**config.mk**
```make
export PLATFORM = sky130hd
export DESIGN_NAME = call_clear_skip_execution
export DESIGN_NICKNAME = d
export VERILOG_FILES = /design/src/inc/ccs_pkg.sv /design/src/inc/dec_if.sv /design/src/insn_decoder.sv /design/src/call_clear_skip_execution.sv
export VERILOG_INCLUDE_DIRS = /design/src /design/src/inc
export SDC_FILE = /design/constraint.sdc
export NUM_CORES = 1
export LEC_CHECK = 0
export BUFFER_PORTS_ARGS = -buffer_cell sky130_fd_sc_hd__buf_2
export CAP_MARGIN = 15
export CORE_ASPECT_RATIO = 2
export CORE_MARGIN = 2
export CORE_UTILIZATION = 66
export CTS_BUF_LIST = sky130_fd_sc_hd__clkbuf_4 sky130_fd_sc_hd__clkbuf_8 sky130_fd_sc_hd__clkbuf_16
export DETAILED_ROUTE_END_ITERATION = 7
export MAX_ROUTING_LAYER = met4
export PLACE_DENSITY = 0.89
export SYNTH_ARGS = -nofsm -noshare
export SYNTH_HDL_FRONTEND = slang
export SYNTH_SLANG_ARGS = --single-unit
```
**constraint.sdc**
```tcl
create_clock -name aclk -period 5.8 [get_ports aclk]
set_input_delay 0.87 -clock aclk [delete_from_list [all_inputs] [get_ports aclk]]
set_output_delay 0.87 -clock aclk [all_outputs]
set_load 0.05 [all_outputs]
```
**src/inc/ccs_params.svh**
```systemverilog
// Purpose: offsets, field positions, reset values and encodings for the execution slice
// Assumes: AXI4-Lite byte addresses, one 32-bit word per register
// Notes:   definitions only
`ifndef CCS_PARAMS_SVH
`define CCS_PARAMS_SVH

`define CCS_ADDR_W      8
`define CCS_OFF_INSTR   8'h00
`define CCS_OFF_STATUS  8'h04
`define CCS_OFF_ACC     8'h08
`define CCS_OFF_PC      8'h0c
`define CCS_OFF_STACK   8'h10
`define CCS_OFF_FSEL    8'h14
`define CCS_OFF_FDATA   8'h18

`define CCS_Z_BIT       2
`define CCS_PAGE_HI     6
`define CCS_PAGE_LO     5
`define CCS_BUSY_BIT    8
`define CCS_SKIP_BIT    9

`define CCS_RST_STATUS  8'h00
`define CCS_RST_PC      11'h000

`define CCS_OP4_SKIPZ   4'h6
`define CCS_OP4_CALL    4'h9
`define CCS_OP7_CLR_REG  7'h03
`define CCS_OP12_CLR_ACC 12'h040

`define CCS_RESP_OKAY   2'h0
`define CCS_RESP_SLVERR 2'h2

`endif

```
**src/inc/ccs_pkg.sv**
```systemverilog
// Purpose: shared types of the execution slice
// Assumes: constants live in ccs_params.svh
// Notes:   none
package ccs_pkg;

  typedef enum logic [2:0] {
    OP_NOP,
    OP_SKIPZ,
    OP_CALL,
    OP_CLR_REG,
    OP_CLR_ACC
  } op_e;

  typedef enum logic [1:0] {
    EX_IDLE,
    EX_SKIP2,
    EX_CALL2
  } exec_e;

endpackage

```
**src/inc/dec_if.sv**
```systemverilog
// Purpose: carries one instruction word to the decoder and its fields back
// Assumes: purely combinational path
// Notes:   none
interface dec_if;
  logic [11:0]      word;
  ccs_pkg::op_e     op;
  logic [4:0]       freg;
  logic [2:0]       bsel;
  logic [7:0]       lit;

  modport core (output word, input op, input freg, input bsel, input lit);
  modport dec  (input word, output op, output freg, output bsel, output lit);
endinterface

```
**src/insn_decoder.sv**
```systemverilog
// Purpose: splits a 12-bit instruction word into class and operand fields
// Assumes: word is stable while the core samples the outputs
// Notes:   unknown encodings decode as a no-operation
`include "ccs_params.svh"

module insn_decoder (
  input  wire logic aclk,
  input  wire logic aresetn,
  dec_if.dec        d
);

  // fields sit at fixed positions whatever the opcode
  assign d.freg = d.word[4:0];
  assign d.bsel = d.word[7:5];
  assign d.lit  = d.word[7:0];

  always_comb begin
    if (d.word == `CCS_OP12_CLR_ACC) begin
      d.op = ccs_pkg::OP_CLR_ACC;
    end else if (d.word[11:5] == `CCS_OP7_CLR_REG) begin
      d.op = ccs_pkg::OP_CLR_REG;
    end else if (d.word[11:8] == `CCS_OP4_SKIPZ) begin
      d.op = ccs_pkg::OP_SKIPZ;
    end else if (d.word[11:8] == `CCS_OP4_CALL) begin
      d.op = ccs_pkg::OP_CALL;
    end else begin
      d.op = ccs_pkg::OP_NOP;
    end
  end
endmodule

```
**src/call_clear_skip_execution.sv**
```systemverilog
// Purpose: executes skip-if-zero, subroutine call, clear register and clear accumulator
// Assumes: software issues instruction words through the INSTR register over AXI4-Lite
// Notes:   one write and one read under way at a time; INSTR writes while busy get SLVERR
//
// Chosen here: the register addresses and the AXI4-Lite interface to the registers.
`include "ccs_params.svh"

module call_clear_skip_execution (
  input  wire logic        aclk,
  input  wire logic        aresetn,
  input  wire logic [7:0]  awaddr,
  input  wire logic [2:0]  awprot,
  input  wire logic        awvalid,
  output logic             awready,
  input  wire logic [31:0] wdata,
  input  wire logic [3:0]  wstrb,
  input  wire logic        wvalid,
  output logic             wready,
  output logic [1:0]       bresp,
  output logic             bvalid,
  input  wire logic        bready,
  input  wire logic [7:0]  araddr,
  input  wire logic [2:0]  arprot,
  input  wire logic        arvalid,
  output logic             arready,
  output logic [31:0]      rdata,
  output logic [1:0]       rresp,
  output logic             rvalid,
  input  wire logic        rready,
  output logic             busy
);

  typedef struct packed {
    logic              aw_got;
    logic [7:0]        aw_addr;
    logic              w_got;
    logic [31:0]       w_data;
    logic [3:0]        w_strb;
    logic              awready;
    logic              wready;
    logic              bvalid;
    logic [1:0]        bresp;
    logic              arready;
    logic              rvalid;
    logic [31:0]       rdata;
    logic [1:0]        rresp;
    ccs_pkg::exec_e    state;
    logic [11:0]       instr;
    logic [7:0]        status;
    logic [7:0]        acc;
    logic [10:0]       pc;
    logic [10:0]       stack_top;
    logic [4:0]        fsel;
    logic [31:0][7:0]  regs;
    logic              busy;
  } core_s;

  core_s s_ff;
  core_s nxt_s;
  logic  fire;

  dec_if dbus ();

  insn_decoder u_dec (
    .aclk    (aclk),
    .aresetn (aresetn),
    .d       (dbus)
  );

  // decode the word waiting in the write buffer, so execution lands on the commit edge
  assign dbus.word = s_ff.w_data[11:0];

  always_comb begin
    nxt_s = s_ff;
    fire  = 1'h0;
    if (awvalid && s_ff.awready) begin
      nxt_s.aw_got  = 1'h1;
      nxt_s.aw_addr = awaddr;
    end
    if (wvalid && s_ff.wready) begin
      nxt_s.w_got  = 1'h1;
      nxt_s.w_data = wdata;
      nxt_s.w_strb = wstrb;
    end
    if (s_ff.bvalid && bready) begin
      nxt_s.bvalid = 1'h0;
    end
    // the discarded instruction slot and the call's second cycle
    case (s_ff.state)
      ccs_pkg::EX_SKIP2: begin
        nxt_s.pc    = s_ff.pc + 11'h001;
        nxt_s.state = ccs_pkg::EX_IDLE;
      end
      ccs_pkg::EX_CALL2: begin
        nxt_s.state = ccs_pkg::EX_IDLE;
      end
      default: begin
        nxt_s.state = ccs_pkg::EX_IDLE;
      end
    endcase
    if (s_ff.aw_got && s_ff.w_got && !s_ff.bvalid) begin
      nxt_s.aw_got = 1'h0;
      nxt_s.w_got  = 1'h0;
      nxt_s.bvalid = 1'h1;
      nxt_s.bresp  = `CCS_RESP_OKAY;
      // only lane 0 enables a write; upper-lane strobes are ignored, though INSTR and PC take their top bits from lane 1
      case (s_ff.aw_addr)
        `CCS_OFF_INSTR: begin
          if (s_ff.state != ccs_pkg::EX_IDLE) begin
            nxt_s.bresp = `CCS_RESP_SLVERR;
          end else if (s_ff.w_strb[0]) begin
            fire        = 1'h1;
            nxt_s.instr = s_ff.w_data[11:0];
            nxt_s.pc    = s_ff.pc + 11'h001;
            case (dbus.op)
              ccs_pkg::OP_SKIPZ: begin
                if (!s_ff.regs[dbus.freg][dbus.bsel]) begin
                  nxt_s.state = ccs_pkg::EX_SKIP2;
                end
              end
              ccs_pkg::OP_CALL: begin
                nxt_s.stack_top = s_ff.pc + 11'h001;
                nxt_s.pc = {s_ff.status[`CCS_PAGE_HI:`CCS_PAGE_LO], 1'h0, dbus.lit};
                nxt_s.state = ccs_pkg::EX_CALL2;
              end
              ccs_pkg::OP_CLR_REG: begin
                nxt_s.regs[dbus.freg]      = 8'h00;
                nxt_s.status[`CCS_Z_BIT]   = 1'h1;
              end
              ccs_pkg::OP_CLR_ACC: begin
                nxt_s.acc                  = 8'h00;
                nxt_s.status[`CCS_Z_BIT]   = 1'h1;
              end
              default: begin
              end
            endcase
          end
        end
        `CCS_OFF_STATUS: begin
          if (s_ff.w_strb[0]) begin
            nxt_s.status = s_ff.w_data[7:0];
          end
        end
        `CCS_OFF_ACC: begin
          if (s_ff.w_strb[0]) begin
            nxt_s.acc = s_ff.w_data[7:0];
          end
        end
        `CCS_OFF_PC: begin
          if (s_ff.w_strb[0] && s_ff.state == ccs_pkg::EX_IDLE) begin
            nxt_s.pc = s_ff.w_data[10:0];
          end
        end
        `CCS_OFF_STACK: begin
        end
        `CCS_OFF_FSEL: begin
          if (s_ff.w_strb[0]) begin
            nxt_s.fsel = s_ff.w_data[4:0];
          end
        end
        `CCS_OFF_FDATA: begin
          if (s_ff.w_strb[0]) begin
            nxt_s.regs[s_ff.fsel] = s_ff.w_data[7:0];
          end
        end
        default: begin
          nxt_s.bresp = `CCS_RESP_SLVERR;
        end
      endcase
    end
    if (s_ff.rvalid && rready) begin
      nxt_s.rvalid = 1'h0;
    end
    if (arvalid && s_ff.arready) begin
      nxt_s.rvalid = 1'h1;
      nxt_s.rresp  = `CCS_RESP_OKAY;
      case (araddr)
        `CCS_OFF_INSTR:  nxt_s.rdata = {20'h00000, s_ff.instr};
        `CCS_OFF_STATUS: nxt_s.rdata = {22'h000000, s_ff.state == ccs_pkg::EX_SKIP2,
                                        s_ff.busy, s_ff.status};
        `CCS_OFF_ACC:    nxt_s.rdata = {24'h000000, s_ff.acc};
        `CCS_OFF_PC:     nxt_s.rdata = {21'h000000, s_ff.pc};
        `CCS_OFF_STACK:  nxt_s.rdata = {21'h000000, s_ff.stack_top};
        `CCS_OFF_FSEL:   nxt_s.rdata = {27'h0000000, s_ff.fsel};
        `CCS_OFF_FDATA:  nxt_s.rdata = {24'h000000, s_ff.regs[s_ff.fsel]};
        default: begin
          nxt_s.rdata = 32'h00000000;
          nxt_s.rresp = `CCS_RESP_SLVERR;
        end
      endcase
    end
    // readies come from the next state so every output stays a flop
    nxt_s.awready = !nxt_s.aw_got && !nxt_s.bvalid;
    nxt_s.wready  = !nxt_s.w_got && !nxt_s.bvalid;
    nxt_s.arready = !nxt_s.rvalid;
    nxt_s.busy    = nxt_s.state != ccs_pkg::EX_IDLE;
  end

  always_ff @(posedge aclk) begin
    if (!aresetn) begin
      s_ff        <= '0;
      s_ff.state  <= ccs_pkg::EX_IDLE;
      s_ff.status <= `CCS_RST_STATUS;
      s_ff.pc     <= `CCS_RST_PC;
    end else begin
      s_ff <= nxt_s;
    end
  end

  assign awready = s_ff.awready;
  assign wready  = s_ff.wready;
  assign bvalid  = s_ff.bvalid;
  assign bresp   = s_ff.bresp;
  assign arready = s_ff.arready;
  assign rvalid  = s_ff.rvalid;
  assign rdata   = s_ff.rdata;
  assign rresp   = s_ff.rresp;
  assign busy    = s_ff.busy;
endmodule

```
# ---- Yosys cells after proc, flatten, opt, wreduce, memory -nomap -nowiden
# Index checks and enable logic that the tools add are counted.
dict set report totals {
  wordCells 184
  output_inout_bits 42
  input_bits 65
  regBits 401
}
dict set report classes {
  n_mux 57
  reduce_logical 35
  eq_ne 29
  n_lt_le_gt_ge 5
  add_sub_neg 1
  n_bitwise 3
}
# op n
set ops {}
lappend ops {{$mux W256} 4}
lappend ops {{$pmux W256 S2} 1}
lappend ops {{$mux W313} 1}
lappend ops {{$and A256 B256 Y256} 1}
lappend ops {{$bwmux W256} 1}
lappend ops {{$not A256 Y256} 1}
lappend ops {{$pmux W12 S7} 1}
lappend ops {{$bmux W8 S5} 2}
lappend ops {{$demux W8 S5} 2}
lappend ops {{$mux W30} 2}
lappend ops {{$mux W8} 7}
lappend ops {{$eq A8 B5 Y1 const B} 6}
lappend ops {{$mux W14} 3}
lappend ops {{$mux W37} 1}
lappend ops {{$mux W35} 1}
lappend ops {{$mux W11} 3}
lappend ops {{$eq A8 B4 Y1 const B} 4}
lappend ops {{$mux W22} 1}
lappend ops {{$pmux W11 S2} 1}
lappend ops {{$reduce_and A6 Y1} 3}
lappend ops {{$eq A8 B3 Y1 const B} 2}
lappend ops {{$logic_not A8 Y1} 2}
lappend ops {{$pmux W8 S2} 1}
lappend ops {{$mux W5} 3}
lappend ops {{other kinds (32)} 76}

# ---- Depth between registers and ports, before layout
# Gate-level depths: netlist (run 1).
dict set report depth {
  depth_word 13
  depth_mapped 10
  mapped_depth_nobuf 7
}

# ---- Cells and area by module
# A second synthesis (run 1) with hierarchy kept.
dict set report hier_totals {
  cells_unflattened 2028
  area_unflattened_um2 19682.6
}
# module seq_area_each_um2 cells_per_inst area_per_inst_um2 instances
set by_module_without_submodules {}
lappend by_module_without_submodules {call_clear_skip_execution 7126.8 2002 19491.2 1}
lappend by_module_without_submodules {insn_decoder 0.0 26 191.4 1}

# ---- Worst setup path after synthesis (run 1)
# Ideal clock, no wire load.
dict set report synth_timing {
  path_type {in2reg}
  from {input port araddr[0]}
  to {register s_ff (netlist bit rdata[0])}
  slack_ns 2.830
  path_buffers 1
  t_arrival_ns 2.899
  setup_ns 0.070
  path_stages 7
  t_required_ns 5.730
  cell_sequence {or4_1 or4b_2 buf_2 nor2_1 a222oi_1 a21o_1 a21oi_1}
}
dict set report synth_between {
  elab_chain_len 2
  elab_cells_between_ends 8
  classes_between {eq/ne: 6; mux: 1; reduce/logical: 1}
}
# element line
set synth_lines {}
lappend synth_lines {{from (decl)} call_clear_skip_execution.sv:22} ;# input wire logic [7:0] araddr,
lappend synth_lines {{$eq A8 B5 Y1 (tied with other cells)} call_clear_skip_execution.sv:177} ;# case (araddr)
lappend synth_lines {{$pmux W12 S7 *} call_clear_skip_execution.sv:177}
lappend synth_lines {{to (signal assigned)} call_clear_skip_execution.sv:206} ;# s_ff <= nxt_s;
lappend synth_lines {{to (decl)} call_clear_skip_execution.sv:58} ;# core_s s_ff;
# Every way passes the cells marked *; elsewhere a longest branch is shown, timed or not.
# A chain may end at the register's enable or synchronous reset.

# ---- Worst setup path in the final report (run 1)
dict set report layout_timing {
  from {register s_ff (netlist bit dbus.word[1])}
  to {register s_ff (netlist bit busy)}
}
dict set report layout_between {
  elab_chain_len 11
  elab_cells_between_ends 15
  classes_between {eq/ne: 3; mux: 11; reduce/logical: 1}
}
# element line
set layout_lines {}
lappend layout_lines {{$bmux W8 S5} call_clear_skip_execution.sv:117} ;# if (!s_ff.regs[dbus.freg][dbus.bsel]) begin
lappend layout_lines {{$mux W8 (not written as such)} call_clear_skip_execution.sv:117}
lappend layout_lines {{$bmux W1 S3} call_clear_skip_execution.sv:117}
lappend layout_lines {{$mux W1 (not written as such)} call_clear_skip_execution.sv:117}
lappend layout_lines {{$mux W1} call_clear_skip_execution.sv:117}
lappend layout_lines {{$pmux W2 S2 *} call_clear_skip_execution.sv:115} ;# case (dbus.op)
lappend layout_lines {{$mux W14 *} call_clear_skip_execution.sv:111} ;# end else if (s_ff.w_strb[0]) begin
lappend layout_lines {{$mux W14 *} call_clear_skip_execution.sv:109} ;# if (s_ff.state != ccs_pkg::EX_IDLE) begin
lappend layout_lines {{$mux W14 *} call_clear_skip_execution.sv:107} ;# case (s_ff.aw_addr)
lappend layout_lines {{$mux W313 *} call_clear_skip_execution.sv:101} ;# if (s_ff.aw_got && s_ff.w_got && !s_ff.bvalid) begin
lappend layout_lines {{$reduce_bool A2 Y1 *} call_clear_skip_execution.sv:196} ;# nxt_s.busy = nxt_s.state != ccs_pkg::EX_IDLE;
# Every way passes the cells marked *; elsewhere a longest branch is shown, timed or not. The select of a mux whose other input is x is not followed.

==> impl_results.rst, run 1 <==
.. list-table::
   :header-rows: 1

   * - Metric
     - Value
   * - Status
     - finished, violations left
   * - Violated checks
     - design-rule violations
   * - Aggregate global-route resource usage
     - 0.452
   * - Unrepaired setup endpoints after global routing
     - false
   * - Highest cell delay on the worst timing path
     - 0.90 ns
   * - Root buffer cell
     - sky130_fd_sc_hd__clkbuf_16
   * - Die W
     - 121 um
   * - Number of warnings printed during yosys synthesis
     - 0
   * - Count of different cell masters after synthesis
     - 87
   * - Ys flop type
     - sky130_fd_sc_hd__dfxtp_1
   * - Worst relative slew slack
     - 0.193
   * - Length of the first detailed-routing pass in iterations
     - 8
   * - Violation count after the first detailed-route iteration
     - 3,033
   * - Combinational family with the most area after synthesis
     - compound AO/OA/AOI/OAI gates
   * - Final wirelength
     - 64,300 um
   * - Final cell count without fillers
     - 2,220
   * - Final setup fails
     - 0
   * - Final-report max-slew violation count
     - 0
   * - Count of state elements after synthesis
     - 356
   * - Remaining Overflow, GRT
     - 0
   * - Post-synthesis average cell area
     - 9.60 um^2
   * - Placed Cells incl. Taps
     - 2,159
   * - Post-synthesis compound-gate area fraction
     - 0.211
   * - Cell taking the most area after synthesis
     - sky130_fd_sc_hd__dfxtp_1
   * - Net total in the final layout
     - 1,908
   * - Setup Slack @ Placement
     - 2.36 ns
   * - Overall die height
     - 239 um
   * - Max Cap Viol
     - 0
   * - Port Buffers
     - 55
   * - Fillers
     - 1,938
   * - Basic-gate share of the synthesized area counting and, or, nand and nor cells
     - 0.156
   * - Routability cong.
     - 1.13
   * - Fraction of met1 tracks used by global routing
     - 0.561
   * - Launching element type of the critical path
     - flop
   * - Worst EP arrival
     - 4.09 ns
   * - Post-synthesis cell count
     - 1,894
   * - Period utilisation layout
     - 0.620
   * - Number of enable-type register cells in the synthesized netlist
     - 0
   * - Ratio of cells with drive above 1 in the final layout
     - 0.168
   * - Final worst setup slack
     - 2.21 ns
   * - Async S/R FF share, synth
     - 0
   * - CP max stage cell
     - sky130_fd_sc_hd__dfxtp_4
   * - Kind of critical path
     - flop to flop
   * - Clock Latency Late Sink
     - 0.60 ns
   * - Cts repair resizes
     - 0
   * - Largest delay share family, worst path
     - compound AO/OA/AOI/OAI gates
   * - Highest ir drop seen on vdd
     - 0.000250 V
   * - DRC errors left
     - 13
   * - Achievable Freq
     - 278 MHz
   * - Synthesis-to-finish area growth
     - 6.32%
   * - Least-Margin Pin Slew
     - 1.21 ns
   * - Layout Skew
     - 0.0216 ns
   * - Global-route wire length before repair
     - 96,200 um
   * - Top fanout value on the critical path
     - 50
   * - Number of buffer and inverter stages on the critical path
     - 1
   * - Max Root-Sink Buffers
     - 3
   * - Synth area leaders
     - sky130_fd_sc_hd__dfxtp_1 39%, sky130_fd_sc_hd__mux4_2 14%, sky130_fd_sc_hd__nand2_1 5.5%, sky130_fd_sc_hd__a22oi_1 4.7%, sky130_fd_sc_hd__mux2i_1 3.7%
   * - Post-DR wirelength/cell
     - 29.0 um
   * - Register area share after synthesis
     - 0.392
   * - Critical Path RT
     - 6.30 ns
   * - Finished Core Util
     - 0.707
   * - Per-cell via count in the routed design
     - 7.64
   * - Area fraction of the dominant cell type after synthesis
     - 0.392
   * - Antenna Nets Post-Route
     - 0
   * - Top post-synthesis cells by count
     - 356 x sky130_fd_sc_hd__dfxtp_1, 264 x sky130_fd_sc_hd__nand2_1, 143 x sky130_fd_sc_hd__nor2_1, 114 x sky130_fd_sc_hd__a22oi_1, 109 x sky130_fd_sc_hd__mux4_2
   * - Post-synthesis xor/xnor area fraction
     - 0.00867
   * - Leak
     - 6.22 nW
   * - CTS Buf Count
     - 30
   * - Row count
     - 86
   * - Most heavily used metal layer in global routing
     - met2
   * - Number of endpoints with negative hold slack in the final report
     - 0
   * - Final TNS setup
     - 0 ns
   * - Antenna violations before repair
     - 2
   * - Top Ports
     - 107
   * - Worst path cell trace
     - buf_4, mux4_2, mux2i_1, o22a_1, nand4_1, a221o_1, o31ai_1
   * - Quantity of hold-fixing buffers added after cts
     - 0
   * - Post-synthesis instance area
     - 0.0182 mm^2
   * - Routed via count
     - 17,000
   * - GRT met3 Usage
     - 0.112
   * - Number of post-CTS setup repair buffers
     - 0
   * - DP HPWL
     - 41,700 um
   * - Die outline area
     - 0.0290 mm^2
   * - CP Capture Type
     - flop
   * - Largest net degree at the start of global routing
     - 74
   * - Clock-pin slew on the worst setup and hold paths
     - 0.07 ns
   * - Fraction of met2 tracks used by global routing
     - 0.649
   * - Count of clock tree sinks
     - 356
   * - Vias in the first global route
     - 15,800
   * - Effective utilization at floorplan
     - 0.665
   * - Hold crit path type
     - flop to flop
   * - Post-synthesis mux area share
     - 0.176
   * - Post-synthesis share of cell area spent on full adders, half adders and majority gates
     - 0.000688
   * - TritonCTS clock tree
     - done
   * - Power density over the cells
     - 259 mW/mm^2
   * - Area of the core region
     - 0.0273 mm^2
   * - Most frequent cell after synthesis
     - sky130_fd_sc_hd__dfxtp_1
   * - Final period demand of the worst path
     - 3.59 ns
   * - H-tree lvl count
     - 1
## kinds of logic after synthesis
logic type                 count (synthesis)
adders and majority gates                  1
buffers and inverters                    198
and+or+nand+nor                          602
DFF                                      356
other                                      1
xor gates and xnor gates                  18
muxes                                    182
AOI/OAI and AO/OA                        536
## layout make-up
type	count	area [um^2]	share of cell area
Antenna cell	2	5.00	0.000259
Clock buffer	40	870	0.0450
Clock inverter	16	189	0.00977
Inverter	7	28.8	0.00149
Multi-Input combinational cell	1361	10100	0.525
Sequential cell	356	7150	0.370
Tap cell	352	440	0.0228
Timing Repair Buffer	86	509	0.0263
## power breakdown
part / total (W) / internal [W] / switching, W
Clock: 0.00219 / 0.00123 / 0.000958
Sequential: 0.00249 / 0.00245 / 0.0000411
Combinational: 0.000320 / 0.0000774 / 0.000243
Total: 0.00500 / 0.00376 / 0.00124
## final timing paths
check                             startpoint   endpoint  slack [ns]  cells after the start
worst min-delay path               s_ff[308]  s_ff[308]        0.46                      2
worst max register to register  dbus.word[1]       busy        2.21                      7
worst min register to register     s_ff[308]  s_ff[308]        0.46                      2
worst max-delay path            dbus.word[1]       busy        2.21                      7
## layer usage
| layer | part of all wire | vias to the layer above |
|---|---|---|
| met5 | 0 | - |
| met2 | 0.44 | 1505 |
| met4 | 0.094 | 0 |
| met1 | 0.33 | 8043 |
| met3 | 0.13 | 407 |
| li1 | - | 7011 |
## placed cells by master, fill, tap and decap left out, types with 19 or more instances in the layout
| master | n |
|---|---|
| sky130_fd_sc_hd__dfxtp_1 | 349 |
| sky130_fd_sc_hd__nand2_1 | 264 |
| sky130_fd_sc_hd__nor2_1 | 143 |
| sky130_fd_sc_hd__a22oi_1 | 114 |
| sky130_fd_sc_hd__mux4_2 | 109 |
| sky130_fd_sc_hd__o21ai_0 | 92 |
| sky130_fd_sc_hd__mux2i_1 | 67 |
| sky130_fd_sc_hd__a21oi_1 | 65 |
| sky130_fd_sc_hd__buf_2 | 56 |
| sky130_fd_sc_hd__o2bb2ai_1 | 50 |
| sky130_fd_sc_hd__nor3_1 | 39 |
| sky130_fd_sc_hd__o21ai_1 | 36 |
| sky130_fd_sc_hd__a32o_1 | 33 |
| sky130_fd_sc_hd__clkbuf_16 | 30 |
| sky130_fd_sc_hd__buf_4 | 29 |
| sky130_fd_sc_hd__a31oi_1 | 24 |
| sky130_fd_sc_hd__nand3_1 | 22 |
| sky130_fd_sc_hd__conb_1 | 22 |
| sky130_fd_sc_hd__and3_1 | 20 |
| sky130_fd_sc_hd__o22ai_1 | 19 |
## worst register-to-register path: stages, from the launching register on
cell                      delay, ns
sky130_fd_sc_hd__dfxtp_4       0.90
sky130_fd_sc_hd__buf_4         0.64
sky130_fd_sc_hd__mux4_2        0.58
sky130_fd_sc_hd__mux2i_1       0.32
sky130_fd_sc_hd__o22a_1        0.22
sky130_fd_sc_hd__nand4_1       0.10
sky130_fd_sc_hd__a221o_1       0.48
sky130_fd_sc_hd__o31ai_1       0.28
## stage by stage
step                      power (W)  cell area (um^2)  hold WS [ns]
final                       0.00500             19300         0.456
after global routing        0.00509             19300         0.472
after CTS                   0.00497             19300         0.454
after detailed placement    0.00285             18200         0.445
after floorplan             0.00277             18300         0.429
after global placement      0.00285             18200         0.437
Power figures use the tool's default switching activity.
==> inputs of run 2 (changes only) <==
CORE_UTILIZATION = 56   (was 66)
PLACE_DENSITY = 0.81   (was 0.89)
clock period = 2.95 ns   (was 5.8 ns; I/O delays follow)
==> impl_results.rst, run 2 (synthesis gave the netlist of run 1 again) <==
.. list-table::
   :header-rows: 1

   * - Metric
     - Value
   * - Total power consumption of the routed design
     - 0.00999 W
   * - Switching component of the power
     - 0.00252 W
   * - Length of the first detailed-routing pass in iterations
     - 8
   * - Least-Margin Pin Slew
     - 1.15 ns
   * - Power density over the cells
     - 480 mW/mm^2
   * - Clk network pwr share
     - 0.432
   * - Aggregate global-route resource usage
     - 0.462
   * - DRC errors left
     - 0
   * - CP max stage cell
     - sky130_fd_sc_hd__or4_1
   * - Period utilisation layout
     - 0.979
   * - Launching element type of the critical path
     - flop
   * - Highest cell delay on the worst timing path
     - 0.63 ns
   * - Count of clock tree sinks
     - 356
   * - Final period demand of the worst path
     - 2.89 ns
   * - Die W
     - 131 um
   * - Vias in the first global route
     - 17,300
   * - Highest Signal Layer
     - met4
   * - Worst relative slew slack
     - 0.228
   * - Remaining Overflow, GRT
     - 0
   * - Cell repeated most along the worst path
     - sky130_fd_sc_hd__or4_1
   * - Final-report max-slew violation count
     - 0
   * - Most frequent cells in the layout
     - 349 x sky130_fd_sc_hd__dfxtp_1, 264 x sky130_fd_sc_hd__nand2_1, 170 x sky130_fd_sc_hd__buf_4, 143 x sky130_fd_sc_hd__nor2_1, 114 x sky130_fd_sc_hd__a22oi_1
   * - Antenna Nets Post-Route
     - 0
   * - Critical Path RT
     - 3.46 ns
   * - Net total in the final layout
     - 2,065
   * - Die outline area
     - 0.0340 mm^2
   * - Unrepaired setup endpoints after global routing
     - false
   * - Hold crit path type
     - input pin to flop
   * - Met2 wire len
     - 37,400 um
   * - Root buffer cell
     - sky130_fd_sc_hd__clkbuf_16
   * - Number of buffer and inverter stages on the critical path
     - 1
   * - Routability cong.
     - 1.11
   * - Final wirelength
     - 77,200 um
   * - Layout Skew
     - 0.0126 ns
   * - Largest delay share family, worst path
     - simple AND/OR/NAND/NOR gates
   * - Post-DR wirelength/cell
     - 31.5 um
   * - Wire length on met3
     - 6670 um
   * - DP HPWL
     - 56,900 um
   * - Synthesis-to-finish area growth
     - 14.5%
   * - Overall die height
     - 259 um
   * - Net switching fraction of the power
     - 0.252
   * - Kind of critical path
     - flop to flop
   * - Ratio of cells with drive above 1 in the final layout
     - 0.233
   * - CTS Buf Count
     - 31
   * - Routed via count
     - 17,400
   * - Sequential fraction of design power
     - 0.488
   * - Internal portion of total power
     - 0.00747 W
   * - Highest ir drop seen on vdd
     - 0.000519 V
   * - Leak
     - 7.02 nW
   * - Global-route wire length before repair
     - 112,000 um
   * - Number of endpoints with negative hold slack in the final report
     - 0
   * - Status
     - finished, final reports clean
   * - Achievable Freq
     - 346 MHz
   * - Effective utilization at floorplan
     - 0.566
   * - Antenna violations before repair
     - 2
   * - Worst EP arrival
     - 3.40 ns
   * - Final setup fails
     - 0
   * - TritonCTS clock tree
     - done
   * - Largest net degree at the start of global routing
     - 56
   * - Violation count after the first detailed-route iteration
     - 1,866
   * - CP Capture Type
     - flop
   * - Max Cap Viol
     - 0
   * - Top Ports
     - 107
   * - Row count
     - 93
   * - Worst path cell trace
     - or4_1, or4_1, buf_12, and3_1, o211ai_2, a22oi_1, nor2_1
   * - Commonest non-fill, non-tap cell in the layout
     - sky130_fd_sc_hd__dfxtp_1
   * - Finished Core Util
     - 0.648
   * - Clock-pin slew on the worst setup and hold paths
     - 0.07 ns
   * - Clock Latency Late Sink
     - 0.59 ns
   * - Combinational group share of total power
     - 0.080
   * - Per-cell via count in the routed design
     - 7.08
   * - Met1 WL
     - 23,200 um
   * - H-tree lvl count
     - 1
   * - Top fanout value on the critical path
     - 44
   * - Port Buffers
     - 55
   * - Max Root-Sink Buffers
     - 3
   * - Area of the core region
     - 0.0321 mm^2
-- run 2: power by group through the flow --
stage	Combinational, W	Clock (W)	Sequential [W]
after floorplan	0.000478	0	0.00497
after global placement	0.000761	0	0.00498
after detailed placement	0.000768	0	0.00498
after CTS	0.000772	0.00431	0.00487
after global routing	0.000822	0.00449	0.00488
final	0.000797	0.00431	0.00488
-- run 2: cell type report --
type	instances	area, um^2
Timing Repair Buffer	242	1890
Multi-Input combinational cell	1361	10100
Clock inverter	15	163
Antenna cell	2	5.00
Clock buffer	42	902
Tap cell	427	534
Fill cell	2716	11300
Sequential cell	356	7150
Inverter	7	28.8
-- run 2: worst register-to-register path: stages (launching register included) --
cell	delay, ns
sky130_fd_sc_hd__dfxtp_1	0.32
sky130_fd_sc_hd__or4_1	0.63
sky130_fd_sc_hd__or4_1	0.57
sky130_fd_sc_hd__buf_12	0.25
sky130_fd_sc_hd__and3_1	0.20
sky130_fd_sc_hd__o211ai_2	0.49
sky130_fd_sc_hd__a22oi_1	0.19
sky130_fd_sc_hd__nor2_1	0.16
-- run 2: what timing repair did --
action | CTS | global route
setup buffers | 2 | 0
hold buffers | 0 | 0
endpoints found under the setup margin | 44 | 7
resized for setup | 0 | 3
pin swaps | 1 | 0
-- run 2: through the flow --
step | worst slack (ns) | hold WS, ns | std cells | setup TNS, ns | cell area (um^2)
floorplan | 0.408 | 0.429 | 1915 | 0 | 18300
global placement | -0.0576 | 0.437 | 2390 | -0.399 | 19700
detailed placement | -0.109 | 0.443 | 2391 | -1.05 | 19700
CTS | 0.102 | 0.0828 | 2450 | 0 | 20800
global route | 0.0222 | 0.103 | 2452 | 0 | 20800
finish | 0.0624 | 0.0865 | 2452 | 0 | 20800
-- run 2: worst paths after layout --
check | depth (start not counted) | slack [ns] | endpoint | start
max | 7 | 0.06 | flop | s_ff[392]
min | 3 | 0.09 | dbus.word[9] | wdata[9]
max reg2reg | 7 | 0.06 | flop | s_ff[392]
min reg2reg | 2 | 0.45 | s_ff[287] | s_ff[287]
-- run 2: routing by layer --
layer / GRT usage / vias up
met4: 0.464 / 0
met5: - / -
met1: 0.436 / 8380
li1: - / 7308
met3: 0.0892 / 465
met2: 0.767 / 1204
